**config.mk**
```make
export PLATFORM = sky130hd
export DESIGN_NAME = sam_alarm_manager
export DESIGN_NICKNAME = d
export VERILOG_FILES = /design/src/design/sam_pkg.sv /design/src/design/sam_alarm_manager.sv /design/src/design/sam_blink_div.sv /design/src/design/sam_prio_enc.sv
export SDC_FILE = /design/constraint.sdc
export NUM_CORES = 1
export LEC_CHECK = 0
export ABC_AREA = 1
export BUFFER_PORTS_ARGS = -buffer_cell sky130_fd_sc_hd__buf_2
export CAP_MARGIN = 25
export CORE_ASPECT_RATIO = 1.25
export CORE_UTILIZATION = 62
export DETAILED_ROUTE_END_ITERATION = 10
export MAX_ROUTING_LAYER = met4
export PLACE_DENSITY_LB_ADDON = 0.2
export SLEW_MARGIN = 20
export SYNTH_ARGS = -nofsm -noshare
export SYNTH_HDL_FRONTEND = slang
export SYNTH_SLANG_ARGS = --single-unit
```
**constraint.sdc**
```tcl
create_clock -name clk -period 5.5 [get_ports clk]
set_input_delay 0.275 -clock clk [delete_from_list [all_inputs] [get_ports clk]]
set_output_delay 0.275 -clock clk [all_outputs]
set_load 0.005 [all_outputs]
```
**src/design/sam_pkg.sv**
```systemverilog
package sam_pkg;

	// Clock and timing
	localparam int CLK_FREQ_MHZ = 100;
	localparam int BLINK_HALF_MS = 500;
	localparam int BLINK_HALF_CYCLES = BLINK_HALF_MS * 1000 * CLK_FREQ_MHZ;
	localparam int ENC_LOSS_US = 1000;
	localparam int ENC_LOSS_CYCLES = ENC_LOSS_US * CLK_FREQ_MHZ;

	// Alarm vector, bit index is priority minus one
	localparam int NUM_ALARMS = 15;
	localparam int AL_OC1 = 0;
	localparam int AL_OC2 = 1;
	localparam int AL_OSPD = 2;
	localparam int AL_OVOLT = 3;
	localparam int AL_ENC = 4;
	localparam int AL_CPWR = 5;
	localparam int AL_MEM = 6;
	localparam int AL_RTR_HOT = 7;
	localparam int AL_ENC_LINK = 8;
	localparam int AL_DUP = 9;
	localparam int AL_OLOAD = 10;
	localparam int AL_UVOLT = 11;
	localparam int AL_RRES_HOT = 12;
	localparam int AL_DEV = 13;
	localparam int AL_AMP_HOT = 14;
	localparam logic [14:0] COAST_MASK = 15'h03FF;
	localparam logic [14:0] DECEL_MASK = 15'h7C00;
	localparam logic [14:0] NO_RESET_MASK = 15'h0270;

	// Register map, byte addresses
	localparam logic [7:0] OFS_CTRL = 8'h00;
	localparam logic [7:0] OFS_MAX_SPEED = 8'h04;
	localparam logic [7:0] OFS_DEV_WIDTH = 8'h08;
	localparam logic [7:0] OFS_IN_ASSIGN = 8'h0C;
	localparam logic [7:0] OFS_ALLOW_TRQ = 8'h10;
	localparam logic [7:0] OFS_STATUS = 8'h14;
	localparam logic [7:0] OFS_DISPLAY = 8'h18;

	// Field layouts and reset values
	localparam int IN_ASSIGN_NUM = 5;
	localparam int FN_W = 4;
	localparam logic [7:0] CTRL_RST = 8'h00;
	localparam logic [7:0] UV_ENABLE_VAL = 8'h01;
	localparam logic [15:0] MAX_SPEED_RST = 16'h1388;
	localparam logic [31:0] DEV_WIDTH_RST = 32'h0000_2710;
	localparam logic [19:0] IN_ASSIGN_RST = 20'h00000;
	localparam logic [15:0] ALLOW_TRQ_RST = 16'h0064;
	localparam logic [3:0] FN_NONE = 4'h0;
	localparam logic [3:0] FN_FORCED_STOP = 4'h7;

	// Detection thresholds
	localparam logic [9:0] OV_LIMIT_V = 10'h1A4;
	localparam logic [9:0] UV_LIMIT_V = 10'h0D2;
	localparam logic [3:0] OSPD_NUM = 4'hB;
	localparam logic [3:0] OSPD_DEN = 4'hA;
	localparam logic [27:0] OL_HEAT_LIMIT = 28'h0100000;

	// Drive state, Gray along run, decel, coast
	typedef enum logic [1:0] {
		DRV_RUN = 2'b00,
		DRV_DECEL = 2'b01,
		DRV_COAST = 2'b11
	} sam_drv_t;

endpackage

```
**src/design/sam_alarm_manager.sv**
```systemverilog
// Contract
// - Detected alarm code shown blinking automatically
// - Only highest priority active alarm shown
// - Fixed rank overcurrent one through amplifier heat
// - Blink toggles about every half second
// - First ten alarms remove drive immediately
// - Last five decelerate max torque, then coast
// - Reset sequence input clears resettable alarms
// - Encoder, power, memory, duplication need power cycle
// - Keypad test clear function clears resettable alarms
// - Transistor overcurrent raises overcurrent alarm
// - Speed above 1.1 times maximum: overspeed
// - DC link above 420 V: overvoltage
// - Encoder self diagnosis fault: encoder trouble
// - Missing encoder serial traffic: link alarm
// - Corrupt parameter memory raises memory alarm
// - Regenerative transistor overheat raises alarm
// - Faulty control supply raises control power alarm
// - Duplicate input assignments, forced stop excepted
// - Position deviation above width: deviation alarm
// - Thermal model torque excess raises overload
// - Undervoltage detected only when setting equals 1
//
// Decided for this implementation: the address map and the address-and-strobe port.
`timescale 1ns/1ps
module sam_alarm_manager #(
	parameter int BLINK_CYCLES = sam_pkg::BLINK_HALF_CYCLES,
	parameter int ENC_LOSS_LIMIT = sam_pkg::ENC_LOSS_CYCLES
) (
	// Clock and reset
	input wire logic clk,
	input wire logic rstn,
	// Register port
	input wire logic [7:0] regAddr,
	input wire logic [31:0] regWdata,
	input wire logic regWr,
	input wire logic regRd,
	output logic [31:0] regRdata,
	// Power stage detections
	input wire logic ocTrip1,
	input wire logic ocTrip2,
	input wire logic [9:0] dcLinkVolts,
	input wire logic ctrlPowerFault,
	input wire logic nvmCorrupt,
	input wire logic regenTrHot,
	input wire logic regenResHot,
	input wire logic ampHot,
	// Motion feedback
	input wire logic [15:0] motorSpeed,
	input wire logic [31:0] cmdPos,
	input wire logic [31:0] fbPos,
	input wire logic [15:0] torqueCmd,
	// Encoder link
	input wire logic encFrameValid,
	input wire logic encDiagFault,
	// Operator inputs
	input wire logic seqResetIn,
	input wire logic kpTestMode,
	input wire logic kpAlarmClearFn,
	// Display and drive outputs
	output logic [3:0] dispCode,
	output logic dispLit,
	output logic driveEnable,
	output logic maxTorqueDecel
);
	import sam_pkg::*;

	// Configuration registers
	// Held in flops only; every setting returns to its default on rstn
	logic [7:0] uvSetting_ff, nxt_uvSetting;
	logic [15:0] maxSpeed_ff, nxt_maxSpeed;
	logic [31:0] devWidth_ff, nxt_devWidth;
	logic [19:0] inAssign_ff, nxt_inAssign;
	logic [15:0] allowTrq_ff, nxt_allowTrq;
	logic [31:0] rdata_ff, nxt_rdata;

	// Detection state
	logic [31:0] encIdle_ff, nxt_encIdle;
	logic [27:0] heat_ff, nxt_heat;
	logic seqReset_ff, nxt_seqReset;
	logic [14:0] alarm_ff, nxt_alarm;
	logic [14:0] detect;
	logic [14:0] dupHit;
	logic clearReq;

	// Display and drive state
	logic [3:0] dispCode_ff, nxt_dispCode;
	logic dispLit_ff, nxt_dispLit;
	sam_drv_t drv_ff, nxt_drv;
	logic [3:0] winCode;
	logic blinkTick;
	logic coastHit;

	// Derived comparisons
	logic [19:0] speedScaled;
	logic [19:0] limitScaled;
	logic [31:0] devAbs;
	logic [15:0] trqAbs;

	// Widen before multiplying; a narrow product would lose its top bits
	assign speedScaled = 20'(motorSpeed) * 20'(OSPD_DEN);
	assign limitScaled = 20'(maxSpeed_ff) * 20'(OSPD_NUM);
	assign devAbs = ($signed(cmdPos) >= $signed(fbPos)) ? cmdPos - fbPos : fbPos - cmdPos;
	assign trqAbs = torqueCmd[15] ? 16'(-torqueCmd) : torqueCmd;

	// Register writes
	// Status and display have no write path, so writes there fall through
	always_comb begin
		nxt_uvSetting = uvSetting_ff;
		nxt_maxSpeed = maxSpeed_ff;
		nxt_devWidth = devWidth_ff;
		nxt_inAssign = inAssign_ff;
		nxt_allowTrq = allowTrq_ff;
		if (regWr) begin
			case (regAddr)
				OFS_CTRL: nxt_uvSetting = regWdata[7:0];
				OFS_MAX_SPEED: nxt_maxSpeed = regWdata[15:0];
				OFS_DEV_WIDTH: nxt_devWidth = regWdata;
				OFS_IN_ASSIGN: nxt_inAssign = regWdata[19:0];
				OFS_ALLOW_TRQ: nxt_allowTrq = regWdata[15:0];
				default: nxt_uvSetting = uvSetting_ff;
			endcase
		end
	end

	// Read data valid only in the cycle after the strobe
	// Zero outside the answer cycle keeps an OR-ed read bus clean
	always_comb begin
		nxt_rdata = 32'h0;
		if (regRd) begin
			case (regAddr)
				OFS_CTRL: nxt_rdata = {24'h0, uvSetting_ff};
				OFS_MAX_SPEED: nxt_rdata = {16'h0, maxSpeed_ff};
				OFS_DEV_WIDTH: nxt_rdata = devWidth_ff;
				OFS_IN_ASSIGN: nxt_rdata = {12'h0, inAssign_ff};
				OFS_ALLOW_TRQ: nxt_rdata = {16'h0, allowTrq_ff};
				OFS_STATUS: nxt_rdata = {17'h0, alarm_ff};
				OFS_DISPLAY: nxt_rdata = {24'h0, drv_ff, dispLit_ff, 1'b0, dispCode_ff};
				default: nxt_rdata = 32'h0;
			endcase
		end
	end

	// Register file flops
	// Reset values match the settings of a freshly powered unit
	always_ff @(posedge clk or negedge rstn) begin
		if (!rstn) begin
			uvSetting_ff <= CTRL_RST;
			maxSpeed_ff <= MAX_SPEED_RST;
			devWidth_ff <= DEV_WIDTH_RST;
			inAssign_ff <= IN_ASSIGN_RST;
			allowTrq_ff <= ALLOW_TRQ_RST;
			rdata_ff <= 32'h0;
		end else begin
			uvSetting_ff <= nxt_uvSetting;
			maxSpeed_ff <= nxt_maxSpeed;
			devWidth_ff <= nxt_devWidth;
			inAssign_ff <= nxt_inAssign;
			allowTrq_ff <= nxt_allowTrq;
			rdata_ff <= nxt_rdata;
		end
	end

	// Read port straight from the flop
	assign regRdata = rdata_ff;

	// Pairwise duplicate check over the input assignments
	// Pairs pack row by row: ten pairs of five fields fill bits 9 to 0
	// Each pair owns one bit, so no bit has two drivers
	for (genvar i = 0; i < IN_ASSIGN_NUM; i++) begin : g_dupA
		for (genvar j = 0; j < IN_ASSIGN_NUM; j++) begin : g_dupB
			if (j > i) begin : g_pair
				logic [FN_W-1:0] fa, fb;
				assign fa = inAssign_ff[i*FN_W +: FN_W];
				assign fb = inAssign_ff[j*FN_W +: FN_W];
				assign dupHit[i*(2*IN_ASSIGN_NUM - i - 1)/2 + j - i - 1] = (fa == fb)
					&& (fa != FN_NONE)
					&& (fa != FN_FORCED_STOP);
			end
		end
	end

	// Raw detections, one bit per priority slot
	// Heat and supply faults arrive as comparator levels from the power stage
	// The diagnosis bit only means something in a frame cycle
	always_comb begin
		detect = 15'h0;
		detect[AL_OC1] = ocTrip1;
		detect[AL_OC2] = ocTrip2;
		detect[AL_OSPD] = speedScaled > limitScaled;
		detect[AL_OVOLT] = dcLinkVolts > OV_LIMIT_V;
		detect[AL_ENC] = encFrameValid & encDiagFault;
		detect[AL_CPWR] = ctrlPowerFault;
		detect[AL_MEM] = nvmCorrupt;
		detect[AL_RTR_HOT] = regenTrHot;
		detect[AL_ENC_LINK] = encIdle_ff >= 32'(ENC_LOSS_LIMIT);
		detect[AL_DUP] = |dupHit[9:0];
		detect[AL_OLOAD] = heat_ff >= OL_HEAT_LIMIT;
		detect[AL_UVOLT] = (uvSetting_ff == UV_ENABLE_VAL) && (dcLinkVolts < UV_LIMIT_V);
		detect[AL_RRES_HOT] = regenResHot;
		detect[AL_DEV] = devAbs > devWidth_ff;
		detect[AL_AMP_HOT] = ampHot;
	end

	assign dupHit[14:10] = 5'h0;

	// Encoder watchdog and thermal integrator
	// Watchdog saturates so a dead link never wraps back to quiet
	always_comb begin
		nxt_encIdle = encIdle_ff;
		if (encFrameValid) begin
			nxt_encIdle = 32'h0;
		end else if (encIdle_ff < 32'(ENC_LOSS_LIMIT)) begin
			nxt_encIdle = encIdle_ff + 32'h1;
		end
		// Heat rises with torque excess and leaks one count at or below the allowance
		// Adding stops at the limit, so cooldown after a trip stays short
		nxt_heat = heat_ff;
		if (trqAbs > allowTrq_ff) begin
			if (heat_ff < OL_HEAT_LIMIT) begin
				nxt_heat = heat_ff + 28'(trqAbs - allowTrq_ff);
			end
		end else if (heat_ff != 28'h0) begin
			nxt_heat = heat_ff - 28'h1;
		end
	end

	// Clear requests; the sequence input acts on its rising edge
	// A held level would keep wiping repeat faults, hence the edge
	always_comb begin
		nxt_seqReset = seqResetIn;
		clearReq = (seqResetIn & ~seqReset_ff)
			| (kpTestMode & kpAlarmClearFn);
	end

	// Latch; new detection beats a clear in the same cycle
	// Non-resettable group survives every clear until rstn
	always_comb begin
		nxt_alarm = alarm_ff;
		if (clearReq) begin
			nxt_alarm = alarm_ff & NO_RESET_MASK;
		end
		nxt_alarm = nxt_alarm | detect;
	end

	// Detection and latch flops
	// Power cycle is the only way out for the fatal group
	always_ff @(posedge clk or negedge rstn) begin
		if (!rstn) begin
			encIdle_ff <= 32'h0;
			heat_ff <= 28'h0;
			seqReset_ff <= 1'b0;
			alarm_ff <= 15'h0;
		end else begin
			encIdle_ff <= nxt_encIdle;
			heat_ff <= nxt_heat;
			seqReset_ff <= nxt_seqReset;
			alarm_ff <= nxt_alarm;
		end
	end

	// Fixed priority pick over latched alarms
	// Built on the latched vector, so a brief fault keeps its code
	sam_prio_enc #(
		.N(NUM_ALARMS)
	) u_prio (
		.vec(alarm_ff),
		.code(winCode)
	);

	// Half-second blink timebase
	// Phase runs free across code changes; it restarts only when idle
	sam_blink_div #(
		.HALF_CYCLES(BLINK_CYCLES)
	) u_blink (
		.clk(clk),
		.rstn(rstn),
		.en(|alarm_ff),
		.tick(blinkTick)
	);

	// Display: lit at first detection, then toggles each tick
	// Code follows the winner one cycle after the latch
	always_comb begin
		nxt_dispCode = winCode;
		nxt_dispLit = dispLit_ff;
		if (alarm_ff == 15'h0) begin
			nxt_dispLit = 1'b0;
		end else if (dispCode_ff == 4'h0) begin
			nxt_dispLit = 1'b1;
		end else if (blinkTick) begin
			nxt_dispLit = ~dispLit_ff;
		end
	end

	// Drive state: coast group overrides a decel in progress
	// Leaving coast needs every alarm gone; decel ends on motor stop, a coast alarm or every alarm gone
	always_comb begin
		nxt_drv = drv_ff;
		case (drv_ff)
			DRV_RUN: begin
				if (|(alarm_ff & COAST_MASK)) begin
					nxt_drv = DRV_COAST;
				end else if (|(alarm_ff & DECEL_MASK)) begin
					nxt_drv = DRV_DECEL;
				end
			end
			DRV_DECEL: begin
				if (|(alarm_ff & COAST_MASK) || motorSpeed == 16'h0) begin
					nxt_drv = DRV_COAST;
				end else if (alarm_ff == 15'h0) begin
					nxt_drv = DRV_RUN;
				end
			end
			DRV_COAST: begin
				if (alarm_ff == 15'h0) begin
					nxt_drv = DRV_RUN;
				end
			end
			default: nxt_drv = DRV_COAST;
		endcase
	end

	// Display and drive flops
	// Reset shows a dark display and a free drive
	always_ff @(posedge clk or negedge rstn) begin
		if (!rstn) begin
			dispCode_ff <= 4'h0;
			dispLit_ff <= 1'b0;
			drv_ff <= DRV_RUN;
		end else begin
			dispCode_ff <= nxt_dispCode;
			dispLit_ff <= nxt_dispLit;
			drv_ff <= nxt_drv;
		end
	end

	// Any coast-group alarm cuts drive at once, even mid-decel
	assign coastHit = |(alarm_ff & COAST_MASK);
	// Decel keeps drive on for braking torque until the motor stops
	assign dispCode = dispCode_ff;
	assign dispLit = dispLit_ff;
	assign driveEnable = (drv_ff != DRV_COAST) && !coastHit;
	assign maxTorqueDecel = (drv_ff == DRV_DECEL) && !coastHit;
endmodule

```
**src/design/sam_blink_div.sv**
```systemverilog
`timescale 1ns/1ps
module sam_blink_div #(
	parameter int HALF_CYCLES = 50000000
) (
	// Clock and reset
	input wire logic clk,
	input wire logic rstn,
	// Control and tick
	input wire logic en,
	output logic tick
);
	import sam_pkg::*;

	logic [31:0] cnt_ff;
	logic [31:0] nxt_cnt;

	// Restart while idle so the first lit phase is full length
	always_comb begin
		nxt_cnt = cnt_ff;
		tick = 1'b0;
		if (!en) begin
			nxt_cnt = 32'h0;
		end else if (cnt_ff == 32'(HALF_CYCLES - 1)) begin
			nxt_cnt = 32'h0;
			tick = 1'b1;
		end else begin
			nxt_cnt = cnt_ff + 32'h1;
		end
	end

	// Counter register
	always_ff @(posedge clk or negedge rstn) begin
		if (!rstn) begin
			cnt_ff <= 32'h0;
		end else begin
			cnt_ff <= nxt_cnt;
		end
	end
endmodule

```
**src/design/sam_prio_enc.sv**
```systemverilog
`timescale 1ns/1ps
module sam_prio_enc #(
	parameter int N = 15
) (
	// Latched alarm vector, bit 0 highest priority
	input wire logic [N-1:0] vec,
	// Winning code, zero when none
	output logic [3:0] code
);
	import sam_pkg::*;

	logic [N:0] anyBelow;
	logic [N-1:0] first;

	assign anyBelow[0] = 1'b0;

	// Lowest set bit wins
	for (genvar i = 0; i < N; i++) begin : g_pick
		assign first[i] = vec[i] & ~anyBelow[i];
		assign anyBelow[i+1] = anyBelow[i] | vec[i];
	end

	// One-hot to code
	always_comb begin
		code = 4'h0;
		for (int i = 0; i < N; i++) begin
			if (first[i]) begin
				code = code | 4'(i + 1);
			end
		end
	end
endmodule

```
==> summary.md, run 1 <==
| Metric | Value |
|---|---|
| Vias per cell | `5.68` |
| Final Cell Area | `0.0243 mm2` |
| Worst R2R End | `alarm_ff[2]` |
| Max-cap violations | `0` |
| Hold Crit Depth | `3` |
| Hold Path End | `inAssign_ff[18]` |
| Crit path largest cell delay | `480 ps` |
| Status | `finished clean` |
| Flop2flop setup slack | `810 ps` |
| Synthesized area per cell | `7.12 um2` |
| Routed wire per std cell | `17.1 um` |
| Ant diodes | `0` |
| Syn Inst Count | `3056` |
| Gr ovfl total | `0` |
| WP depth | `30` |
| Routability cong. | `0.987` |
| Most common cell after layout, fill and taps aside | `nand2_1` |
| Core area | `0.0345 mm2` |
| DPL Wire Length | `50.5 mm` |
| Multi-input logic area | `0.0135 mm2` |
| Unique masters post-synth | `63` |
| Most frequent cells in the layout | `nand2_1 (582), inv_1 (495), nor2_1 (273), a21oi_1 (238), dfrtp_1 (226)` |
| Post-Route WL | `63.6 mm` |
| DR vias | `21200` |
| Worst R2R Start | `maxSpeed_ff[3]` |
| Top post-synthesis cells by area | `dfrtp_1 (26%), ha_1 (13%), nand2_1 (10%), inv_1 (8.5%), a21oi_1 (5.5%)` |
| Min-delay src | `regWdata[18]` |
| Final Hold Fails | `0` |
| Hold WS | `17.1 ps` |
| Setup_tns | `0 ps` |
| Slowest cell on crit path | `a21boi_0` |
| Syn_nets | `3461` |
| Most used cell, CP | `inv_1` |
| CTS sink cnt | `239` |
| Cts bufs inserted | `27` |
| Clock latency on the worst-skew pair | `570 ps` |
| Die area | `0.0358 mm2` |
| Share of the synthesized area in the top cell type | `26.0%` |
| Normalized max-slew margin | `38.4%` |
| Yosys warns | `0` |
| Max Fclk | `0.202 GHz` |
| RSZ-0062 raised after global routing | `false` |
| Die H | `211 um` |
| Hold Crit Class | `in -> reg` |
| CP arrival | `5370 ps` |
| Top Family by Delay on Critical Path | `compound AO/OA/AOI/OAI gates` |
| Yosys reg bits | `239` |
| Port buffer count | `200` |
| DRC | `0` |
| Largest net degree at the start of global routing | `150` |
| CTS clk-pin slew, worst paths | `60 ps` |
| Clock Path Buffers | `3` |
| Worst setup path category | `in -> reg` |
| CTS root buffer | `clkbuf_16` |
| Power, Total | `7.07 mW` |
| Async S/R FF share, synth | `100%` |
| Count of buffer and inverter cells on the critical path | `6` |
| Fillcell total | `2916` |
| DRT iter0 DRCs | `1630` |
| Req. time, crit path | `5910 ps` |
| Post-CTS Setup Bufs | `0` |
| Worst VDD drop | `0.223 mV` |
| Final period util | `90.1%` |
| Row cnt | `76` |
| Seq. cell area | `0.00600 mm2` |
| Vias in the first global route | `20700` |
| Final setup vio count | `0` |
| Initial Utilization | `63.0%` |
| Cell Area, Synth | `0.0217 mm2` |
| Tmin final | `4960 ps` |
| Dominant cell type by area after synthesis | `dfrtp_1` |
| Post-route clock skew | `23.7 ps` |
| Initial antenna violation count | `0` |
| R2R cell count | `19` |
| NumNets Final | `3649` |
| Pwr/cell area | `291 mW/mm2` |
| Post-synth EDFFs | `0` |
| CTS Hold Bufs | `26` |
| Worst slew pin tran | `921 ps` |
| Total leakage power | `12.2 nW` |
| Total track usage | `36.6%` |
| Die W | `170 um` |
| DRT Pass-1 Iters | `8` |
| Layout area overhead | `11.7%` |
| TritonCTS clock tree | `yes` |
| I/O pin count | `201` |
| Top_reg_cell synth | `dfrtp_1` |
| Final Max Tran Viols | `0` |
| Placed inst area | `0.0230 mm2` |
| Seq/Total Area, Yosys | `27.6%` |
| Post-cts sizing count | `0` |
| First-pass GRT wire length | `102 mm` |
| Post-DRT Antenna Nets | `0` |
| Startpoint Class | `primary input` |
| Worst Path Max Fanout | `15` |
| Htree depth | `1` |
| Fraction of layout instances using a drive strength above 1 | `11.1%` |
| Crit end category | `flip-flop` |
==> state kept, by name, indices dropped and copies added (netlist names) <==
register / flops
devWidth_ff: 32
alarm_ff: 15
u_blink.cnt_ff: 32
regRdata: 32
drv_ff: 2
inAssign_ff: 20
seqReset_ff: 1
dispCode: 4
heat_ff: 28
uvSetting_ff: 8
encIdle_ff: 32
maxSpeed_ff: 16
dispLit: 1
allowTrq_ff: 16
==> kinds of logic (layout without fill, tap and decap cells) <==
kind of cell             count (synthesis)  in the layout  synth area share (%)
buffers and inverters                  588            795                  10.6
flip-flops                             239            239                  27.6
adder cells (fa/ha/maj)                243            243                  14.6
XOR/XNOR                               193            193                  7.77
AND/OR/NAND/NOR                       1167           1167                  23.4
AO/OA/AOI/OAI                          626            626                  16.1
==> cell usage after synthesis, types with 13 or more instances <==
cell and number:
o21ai_1 34, a221oi_1 16, nor3_1 51, nor2_1 273
xor2_1 130, dfstp_2 13, nor2_2 14, nand3_1 114
dfrtp_1 226, o21bai_1 17, inv_1 495, fa_1 18
o211ai_1 13, o21ai_0 221, nand2_2 31, a21oi_1 238
nand2_1 584, ha_1 225, clkbuf_1 44, nand4_1 38
o22ai_1 19, nor4_1 23, xnor2_1 63
==> worst min-delay path: stages <==
cell and delay (ps):
buf_2 110, inv_1 60, o21ai_0 80
==> per-stage QoR <==
step	utilization, %	instances	setup WS, ps
floorplan	-	3056	670
global placement	66.8	3656	185
detailed placement	66.8	3656	20.5
CTS	70.3	3730	582
global route	70.4	3731	33.1
finish	70.4	3731	545
==> per-layer routing <==
layer	part of all wire, %	global-route usage, %
met4	5.0	17.4
met5	0	-
met3	5.7	4.24
met1	39	41.1
met2	50	64.6
==> worst max path at each step <==
stage                       from           to  slack (ps)
floorplan           torqueCmd[0]  heat_ff[26]         670
CTS                 torqueCmd[0]  heat_ff[17]         580
global route        torqueCmd[0]  heat_ff[17]          30
global placement    torqueCmd[0]  heat_ff[17]         190
detailed placement  torqueCmd[0]  heat_ff[17]          20
finish              torqueCmd[0]  heat_ff[17]         540
==> power by group <==
part           internal [mW]  leakage, nW  switching (mW)
Combinational           1.16         8.70            1.91
Clock                   1.15        0.465           0.765
Sequential              1.91         3.08           0.162
Total                   4.22         12.2            2.84
==> cell type report <==
type                            count  area share, %
Multi-Input combinational cell   2229           55.4
Sequential cell                   239           24.7
Inverter                          512           7.93
Timing Repair Buffer              235           5.65
Clock buffer                       36           3.25
Tap cell                          468           2.41
Clock inverter                     12          0.649
Power figures use the tool's default switching activity.
==> inputs of run 2 (changes only) <==
--- a/config.mk
+++ b/config.mk
@@ -8,11 +8,11 @@
 export ABC_AREA = 1
 export BUFFER_PORTS_ARGS = -buffer_cell sky130_fd_sc_hd__buf_2
 export CAP_MARGIN = 25
-export CORE_ASPECT_RATIO = 1.25
 export CORE_UTILIZATION = 62
 export DETAILED_ROUTE_END_ITERATION = 10
 export MAX_ROUTING_LAYER = met4
 export PLACE_DENSITY_LB_ADDON = 0.2
+export REMOVE_ABC_BUFFERS = 1
 export SLEW_MARGIN = 20
 export SYNTH_ARGS = -nofsm -noshare
 export SYNTH_HDL_FRONTEND = slang
==> run 2 against run 1 <==
Net effect: cell count is 0.32% lower; sequential share of layout area is 0.057 points higher; worst hold slack worse by 14 ps; count of clock-buffer cells in the layout is 2 lower; critical path depth is 3 higher; via count is 1.5% higher; clock skew is 17 ps higher; non-clock buffer count is 3 lower; die area hardly changed; cell area is 0.23% lower; largest cell class unchanged.
==> summary.md, run 2 (synthesis gave the netlist of run 1 again) <==
| Metric | Value |
|---|---|
| Final period util | `89.3% (-0.84 points)` |
| Power, Total | `7.13 mW (+0.97%)` |
| Top Family by Delay on Critical Path | `simple AND/OR/NAND/NOR gates` |
| Flop2flop setup slack | `800 ps (about the same)` |
| Most common cell after layout, fill and taps aside | `nand2_1` |
| Layout area overhead | `11.4%` |
| Port buffer count | `200 (unchanged)` |
| Post-route clock skew | `41.2 ps (+17.5 ps)` |
| RSZ-0062 raised after global routing | `false` |
| Die H | `189 um (-10%)` |
| Final Max Tran Viols | `0 (unchanged)` |
| Row cnt | `68 (-11%)` |
| DRC | `0 (unchanged)` |
| Worst setup path category | `in -> reg` |
| First-pass GRT wire length | `106 mm (+4.7%)` |
| Slowest cell on crit path | `o31ai_1` |
| Hold WS | `3.18 ps (-13.9 ps)` |
| Final Cell Area | `0.0242 mm2 (-0.23%)` |
| Final setup vio count | `0 (unchanged)` |
| Max Fclk | `0.204 GHz (+0.94%)` |
| Final Hold Fails | `0 (unchanged)` |
| Post-Route WL | `65.8 mm (+3.5%)` |
| Routed wire per std cell | `17.7 um (+3.8%)` |
| Status | `finished clean` |
| Startpoint Class | `primary input` |
| Total leakage power | `12.2 nW (-0.13%)` |
| Fillcell total | `2909 (-0.24%)` |
| Final cell count without fillers | `3719 (-0.32%)` |
| Post-DRT Antenna Nets | `0 (unchanged)` |
| Worst slew pin tran | `936 ps (+15.4 ps)` |
| DRT iter0 DRCs | `1704 (+4.5%)` |
| CTS clk-pin slew, worst paths | `70 ps (about the same)` |
| Fraction of layout instances using a drive strength above 1 | `11.2% (+0.072 points)` |
| WP depth | `33 (+10%)` |
| Clock latency on the worst-skew pair | `580 ps (about the same)` |
| Worst R2R Start | `maxSpeed_ff[2]` |
| Tmin final | `4910 ps (-46.3 ps)` |
| Hold Crit Class | `in -> reg` |
| Cts bufs inserted | `26 (-3.7%)` |
| DPL Wire Length | `51.7 mm (+2.4%)` |
| Req. time, crit path | `5930 ps (+20 ps)` |
| Vias in the first global route | `21300 (+3.0%)` |
| Initial antenna violation count | `4 (+4)` |
| Max-cap violations | `0 (unchanged)` |
| Pwr/cell area | `294 mW/mm2 (+1.2%)` |
| CTS root buffer | `clkbuf_16` |
| Total track usage | `38.1% (+1.5 points)` |
| Placed inst area | `0.0231 mm2 (about the same)` |
| Worst Path Max Fanout | `9 (-6)` |
| Die area | `0.0358 mm2 (about the same)` |
| Routability cong. | `0.988 (about the same)` |
| Die W | `189 um (+12%)` |
| Crit path largest cell delay | `470 ps (about the same)` |
| CTS sink cnt | `239 (unchanged)` |
| Initial Utilization | `63.0% (about the same)` |
| I/O pin count | `201 (unchanged)` |
| Crit. Startpoint | `torqueCmd[0]` |
| CP arrival | `5340 ps (-30 ps)` |
| Multi-input logic area | `0.0135 mm2 (about the same)` |
| Crit end category | `flip-flop` |
| Worst VDD drop | `0.391 mV (+75%)` |
| Seq. cell area | `0.00600 mm2 (unchanged)` |
| Critical Path End | `heat_ff[27]` |
| Min-delay src | `regWdata[30]` |
| DR vias | `21500 (+1.5%)` |
| Largest net degree at the start of global routing | `167 (+11%)` |
| R2R cell count | `21 (+2)` |
| Count of buffer and inverter cells on the critical path | `7 (+1)` |
| Clock Path Buffers | `3 (unchanged)` |
| Setup_tns | `0 ps (unchanged)` |
| Gr ovfl total | `0 (unchanged)` |
| Vias per cell | `5.79 (+1.9%)` |
| Most frequent cells in the layout | `nand2_1 (583), inv_1 (495), nor2_1 (273), a21oi_1 (238), dfrtp_1 (226)` |
| TritonCTS clock tree | `yes` |
| Worst R2R End | `alarm_ff[2]` |
| Core area | `0.0345 mm2 (about the same)` |
| NumNets Final | `3645 (-0.11%)` |
| Dpl cells | `3648 (-0.22%)` |
| DRT Pass-1 Iters | `6 (-2)` |
| Htree depth | `1 (unchanged)` |
| Normalized max-slew margin | `37.6% (-0.88 points)` |
-- run 2: cell types whose count changed in the layout (fill, tap and decap cells not counted), sizes merged, moves of 2 or more --
cell / change
buf: +6
bufinv: +2
clkbuf: -2
dlygate4sd3: -9
inv: -2
diode: +4
-- run 2: how the worst min path moves through the flow --
stage	to	slack, ps	cells past startpoint
global placement	maxSpeed_ff[1]	270	1
CTS	devWidth_ff[21]	4	3
detailed placement	maxSpeed_ff[1]	270	1
finish	devWidth_ff[30]	3	3
floorplan	alarm_ff[0]	-20	0
global route	devWidth_ff[19]	40	3
-- run 2: area by class of cell --
class,instances,share of cell area (%)
flip-flops and latches,239,24.8
inverters,512,7.95
repair buffers,232,5.45
well taps,455,2.35
clock inverters,14,0.924
diodes,4,0.0413
multi-input cells,2229,55.6
clock buffers,34,2.97
-- run 2: worst register-to-register path: stages (launching register included) --
cell	delay, ps
dfrtp_1	490
ha_1	330
inv_1	50
fa_1	500
inv_1	40
ha_1	300
inv_1	80
nor4_1	280
nor2_1	120
o21ai_1	310
a21boi_0	220
o21ai_1	250
nand3_1	130
nand3_1	90
nand2_1	60
ha_1	190
a21oi_1	150
nor2_1	50
a211oi_1	370
o21ai_0	230
o21ai_0	180
o21ai_0	140
-- run 2: repair_timing --
action                     4_1_cts  5_1_grt
buffers inserted                 0        0
resized for setup                0        1
hold buffers                    17        0
hold endpoints to repair        77        0
setup endpoints to repair        0        1
-- run 2: per-layer routing --
| layer | up-vias | share of wire [%] | global-route usage, % |
|---|---|---|---|
| met5 | - | 0 | - |
| met4 | 0 | 4.0 | 14.9 |
| met3 | 173 | 7.5 | 5.47 |
| met2 | 941 | 46 | 62.1 |
| met1 | 10100 | 42 | 47.8 |
| li1 | 10300 | - | - |
-- run 2: power by group --
part / internal [mW] / switching, mW
logic: 1.17 / 1.94
registers: 1.91 / 0.170
clock network: 1.17 / 0.777
total: 4.25 / 2.88
-- run 2: metrics by stage --
step                      utilization (%)  worst slack (ps)
after global routing                 70.1              44.0
after detailed placement             66.8              76.1
final                                70.1               591
after CTS                            70.0               606
after global placement               66.8               199
after floorplan                         -               801
==> inputs of run 3 (changes only) <==
--- a/config.mk
+++ b/config.mk
@@ -5,11 +5,11 @@
 export SDC_FILE = /design/constraint.sdc
 export NUM_CORES = 1
 export LEC_CHECK = 0
-export ABC_AREA = 1
 export BUFFER_PORTS_ARGS = -buffer_cell sky130_fd_sc_hd__buf_2
 export CAP_MARGIN = 25
-export CORE_UTILIZATION = 62
+export CORE_UTILIZATION = 61
 export DETAILED_ROUTE_END_ITERATION = 10
+export GPL_TIMING_DRIVEN = 0
 export MAX_ROUTING_LAYER = met4
 export PLACE_DENSITY_LB_ADDON = 0.2
 export REMOVE_ABC_BUFFERS = 1
==> run 3 against run 2 <==
Net effect: the flow now finishes with violations (setup timing); flip-flop and latch count unchanged; worst setup slack worse by 940 ps; clock power decreased by 10%; combinational power is essentially flat; largest cell class unchanged; largest power group unchanged.
==> summary.md, run 3 <==
| Metric | Value |
|---|---|
| Status | `finished, violations left` |
| Failing checks | `setup timing` |
| Final Worst Setup Slack | `-351 ps (-942 ps)` |
| Die W | `185 um (-2.5%)` |
| Hold WS | `16.5 ps (+13.3 ps)` |
| Seq/Total Area, Yosys | `29.5% (+1.9 points)` |
| Post-route clock skew | `19.1 ps (-22.0 ps)` |
| Synth top cells by count | `inv_1 (233), dfrtp_1 (226), ha_1 (225)` |
| Yosys reg bits | `239 (unchanged)` |
| CTS root buffer | `clkbuf_16` |
| Crit end category | `flip-flop` |
| Initial Utilization | `62.2% (-0.77 points)` |
| Vias per cell | `6.07 (+4.9%)` |
| Unique masters post-synth | `88 (+40%)` |
| Row cnt | `66 (-2.9%)` |
| Top post-synthesis cells by area | `dfrtp_1 (28%), ha_1 (14%), mux2_2 (6.0%), inv_1 (4.3%), xor2_1 (4.1%)` |
| Total track usage | `32.3% (-5.8 points)` |
| Async S/R FF share, synth | `100% (unchanged)` |
| DRT Pass-1 Iters | `9 (+3)` |
| Worst setup path category | `reg -> reg` |
| Layout area overhead | `15.6%` |
| Htree depth | `1 (unchanged)` |
| Most common cell after layout, fill and taps aside | `inv_1` |
| Port buffer count | `200 (unchanged)` |
| Worst VDD drop | `0.235 mV (-40%)` |
| Vias in the first global route | `17700 (-17%)` |
| Fraction of layout instances using a drive strength above 1 | `20.1% (+8.9 points)` |
| Die area | `0.0341 mm2 (-4.9%)` |
| Normalized max-slew margin | `34.8% (-2.8 points)` |
| CP arrival | `6310 ps (+970 ps)` |
| Fillcell total | `2524 (-13%)` |
| Final setup vio count | `3 (+3)` |
| Routability cong. | `0.911 (-7.8%)` |
| Total leakage power | `11.4 nW (-6.3%)` |
| Initial antenna violation count | `6 (+2)` |
| Startpoint Class | `flip-flop` |
| Top_reg_cell synth | `dfrtp_1` |
| Cts bufs inserted | `27 (+3.8%)` |
| Worst slew pin tran | `976 ps (+39.3 ps)` |
| Post-DRT Antenna Nets | `0 (unchanged)` |
| Final Max Tran Viols | `0 (unchanged)` |
| Cell Area, Synth | `0.0203 mm2 (-6.5%)` |
| Syn Inst Count | `2295 (-25%)` |
| I/O pin count | `201 (unchanged)` |
| Most frequent cells in the layout | `inv_1 (230), dfrtp_1 (226), ha_1 (218), buf_2 (200), a21oi_1 (150)` |
| Seq. cell area | `0.00600 mm2 (unchanged)` |
| DPL Wire Length | `40.8 mm (-21%)` |
| Req. time, crit path | `5960 ps (+30 ps)` |
| Core area | `0.0327 mm2 (-5.3%)` |
| Count leader, synth | `inv_1` |
| Max-cap violations | `0 (unchanged)` |
| Post-synth EDFFs | `0 (unchanged)` |
| Gr ovfl total | `0 (unchanged)` |
| Final Hold Fails | `0 (unchanged)` |
| Setup WS pre-CTS | `-1640 ps (-1720 ps)` |
| Routed wire per std cell | `18.3 um (+3.1%)` |
| Dominant cell type by area after synthesis | `dfrtp_1` |
| Largest net degree at the start of global routing | `93 (-44%)` |
| Clock latency on the worst-skew pair | `550 ps (-30 ps)` |
| TritonCTS clock tree | `yes` |
| Yosys warns | `0 (unchanged)` |
| DR vias | `18000 (-16%)` |
| Tmin final | `5850 ps (+942 ps)` |
| Max Fclk | `0.171 GHz (-16%)` |
| Synthesized area per cell | `8.86 um2 (+25%)` |
| Pwr/cell area | `295 mW/mm2 (+0.22%)` |
| Final period util | `106% (+17 points)` |
| CTS sink cnt | `239 (unchanged)` |
| DRC | `0 (unchanged)` |
| First-pass GRT wire length | `86.4 mm (-19%)` |
| Die H | `185 um (-2.5%)` |
| Final Cell Area | `0.0235 mm2 (-2.9%)` |
| Worst Path Max Fanout | `5 (-4)` |
| Post-Route WL | `54.2 mm (-18%)` |
| RSZ-0062 raised after global routing | `true` |
| NumNets Final | `2907 (-20%)` |
| Hold Crit Class | `in -> reg` |
| DRT iter0 DRCs | `1136 (-33%)` |
| Clock Path Buffers | `3 (unchanged)` |
| Placed inst area | `0.0218 mm2 (-5.7%)` |
| Share of the synthesized area in the top cell type | `27.8% (+1.8 points)` |
| Flop2flop setup slack | `-350 ps (-1150 ps)` |
| CTS clk-pin slew, worst paths | `60 ps (about the same)` |
| Multi-input logic area | `0.0135 mm2 (+0.30%)` |
-- run 3: cell types whose count changed in the layout (fill, tap and decap cells not counted), moves of 26 or more --
| cell | previous run | this run |
|---|---|---|
| nand2_1 | 583 | 132 |
| inv_1 | 495 | 230 |
| xnor2_1 | 63 | 89 |
| nand2_2 | 31 | 4 |
| o21ai_0 | 221 | 95 |
| nor2_1 | 273 | 141 |
| and3_1 | 0 | 33 |
| a21o_1 | 6 | 78 |
| nand3_1 | 114 | 47 |
| xor2_1 | 130 | 94 |
| mux2_2 | 0 | 107 |
| nor2b_1 | 0 | 38 |
| a21oi_1 | 238 | 150 |
| o21ai_1 | 34 | 6 |
-- run 3: per-layer routing --
metal	GRT usage, %	wire length [um]	vias to the layer above
met3	4.66	3340	124
met5	-	0	-
met4	9.30	1520	0
met1	41.3	24000	8718
li1	-	-	8571
met2	53.0	25300	617
-- run 3: final cells by class --
type | count | share of cell area [%]
clock buffer | 42 | 3.41
antenna | 6 | 0.0639
clock inverter | 7 | 0.202
timing repair buffer | 270 | 7.34
multi-input combinational | 1731 | 57.4
inverter | 233 | 3.72
sequential | 239 | 25.5
tap | 442 | 2.35
-- run 3: repair_timing --
action                                  CTS  global route
pin swaps                                21            26
setup buffers                            18            16
gates resized for setup                  32            47
endpoints found under the setup margin   15            17
hold buffers                             28             0
hold endpoints to repair                 88             0
-- run 3: cell families after synthesis --
logic type      share of synthesized area [%]
compound gates                           17.6
xor+xnor                                 8.10
fa+ha+maj                                15.6
buf+inv                                  6.20
flops                                    29.5
mux                                      7.32
simple gates                             15.6
-- run 3: final timing paths --
| path | cells after the start | start | endpoint |
|---|---|---|---|
| hold reg to reg | 1 | heat_ff[27] | heat_ff[27] |
| hold / removal | 2 | regWdata[12] | devWidth_ff[12] |
| setup / recovery | 22 | allowTrq_ff[2] | heat_ff[27] |
| setup reg to reg | 22 | allowTrq_ff[2] | heat_ff[27] |
| max in group asynchronous | 4 | rstn | heat_ff[3] |
| min in group asynchronous | 2 | rstn | u_blink.cnt_ff[16] |
-- run 3: stage by stage --
stage	instances	util (%)	TNS, ps	power, mW
after floorplan	2203	-	-11170	4.16
after global placement	2845	65.8	-28330	4.72
after detailed placement	2854	66.5	-13770	4.85
after CTS	2949	70.8	-1110	6.78
after global routing	2970	71.9	-2030	7.38
final	2970	71.9	-821	6.94
-- run 3: critical path, cell delays in order (launching register included) --
cell,delay [ps]
dfstp_2,550
inv_1,80
ha_4,180
or2_1,290
o2111ai_2,210
o211ai_2,160
nor4_4,320
or3b_4,430
or4_4,500
or4_4,520
xor2_1,160
nand2_1,150
ha_4,230
a21oi_4,150
o21ai_2,80
a221oi_2,290
nand4b_1,220
nand3_2,170
a21oi_4,70
a311o_1,310
or3b_4,380
mux2i_1,170
xor2_1,160
-- run 3: power breakdown --
part	internal (mW)	switching, mW	total [mW]
Clock	0.999	0.738	1.74
Combinational	1.44	1.67	3.11
Sequential	1.92	0.174	2.09
Total	4.36	2.58	6.94
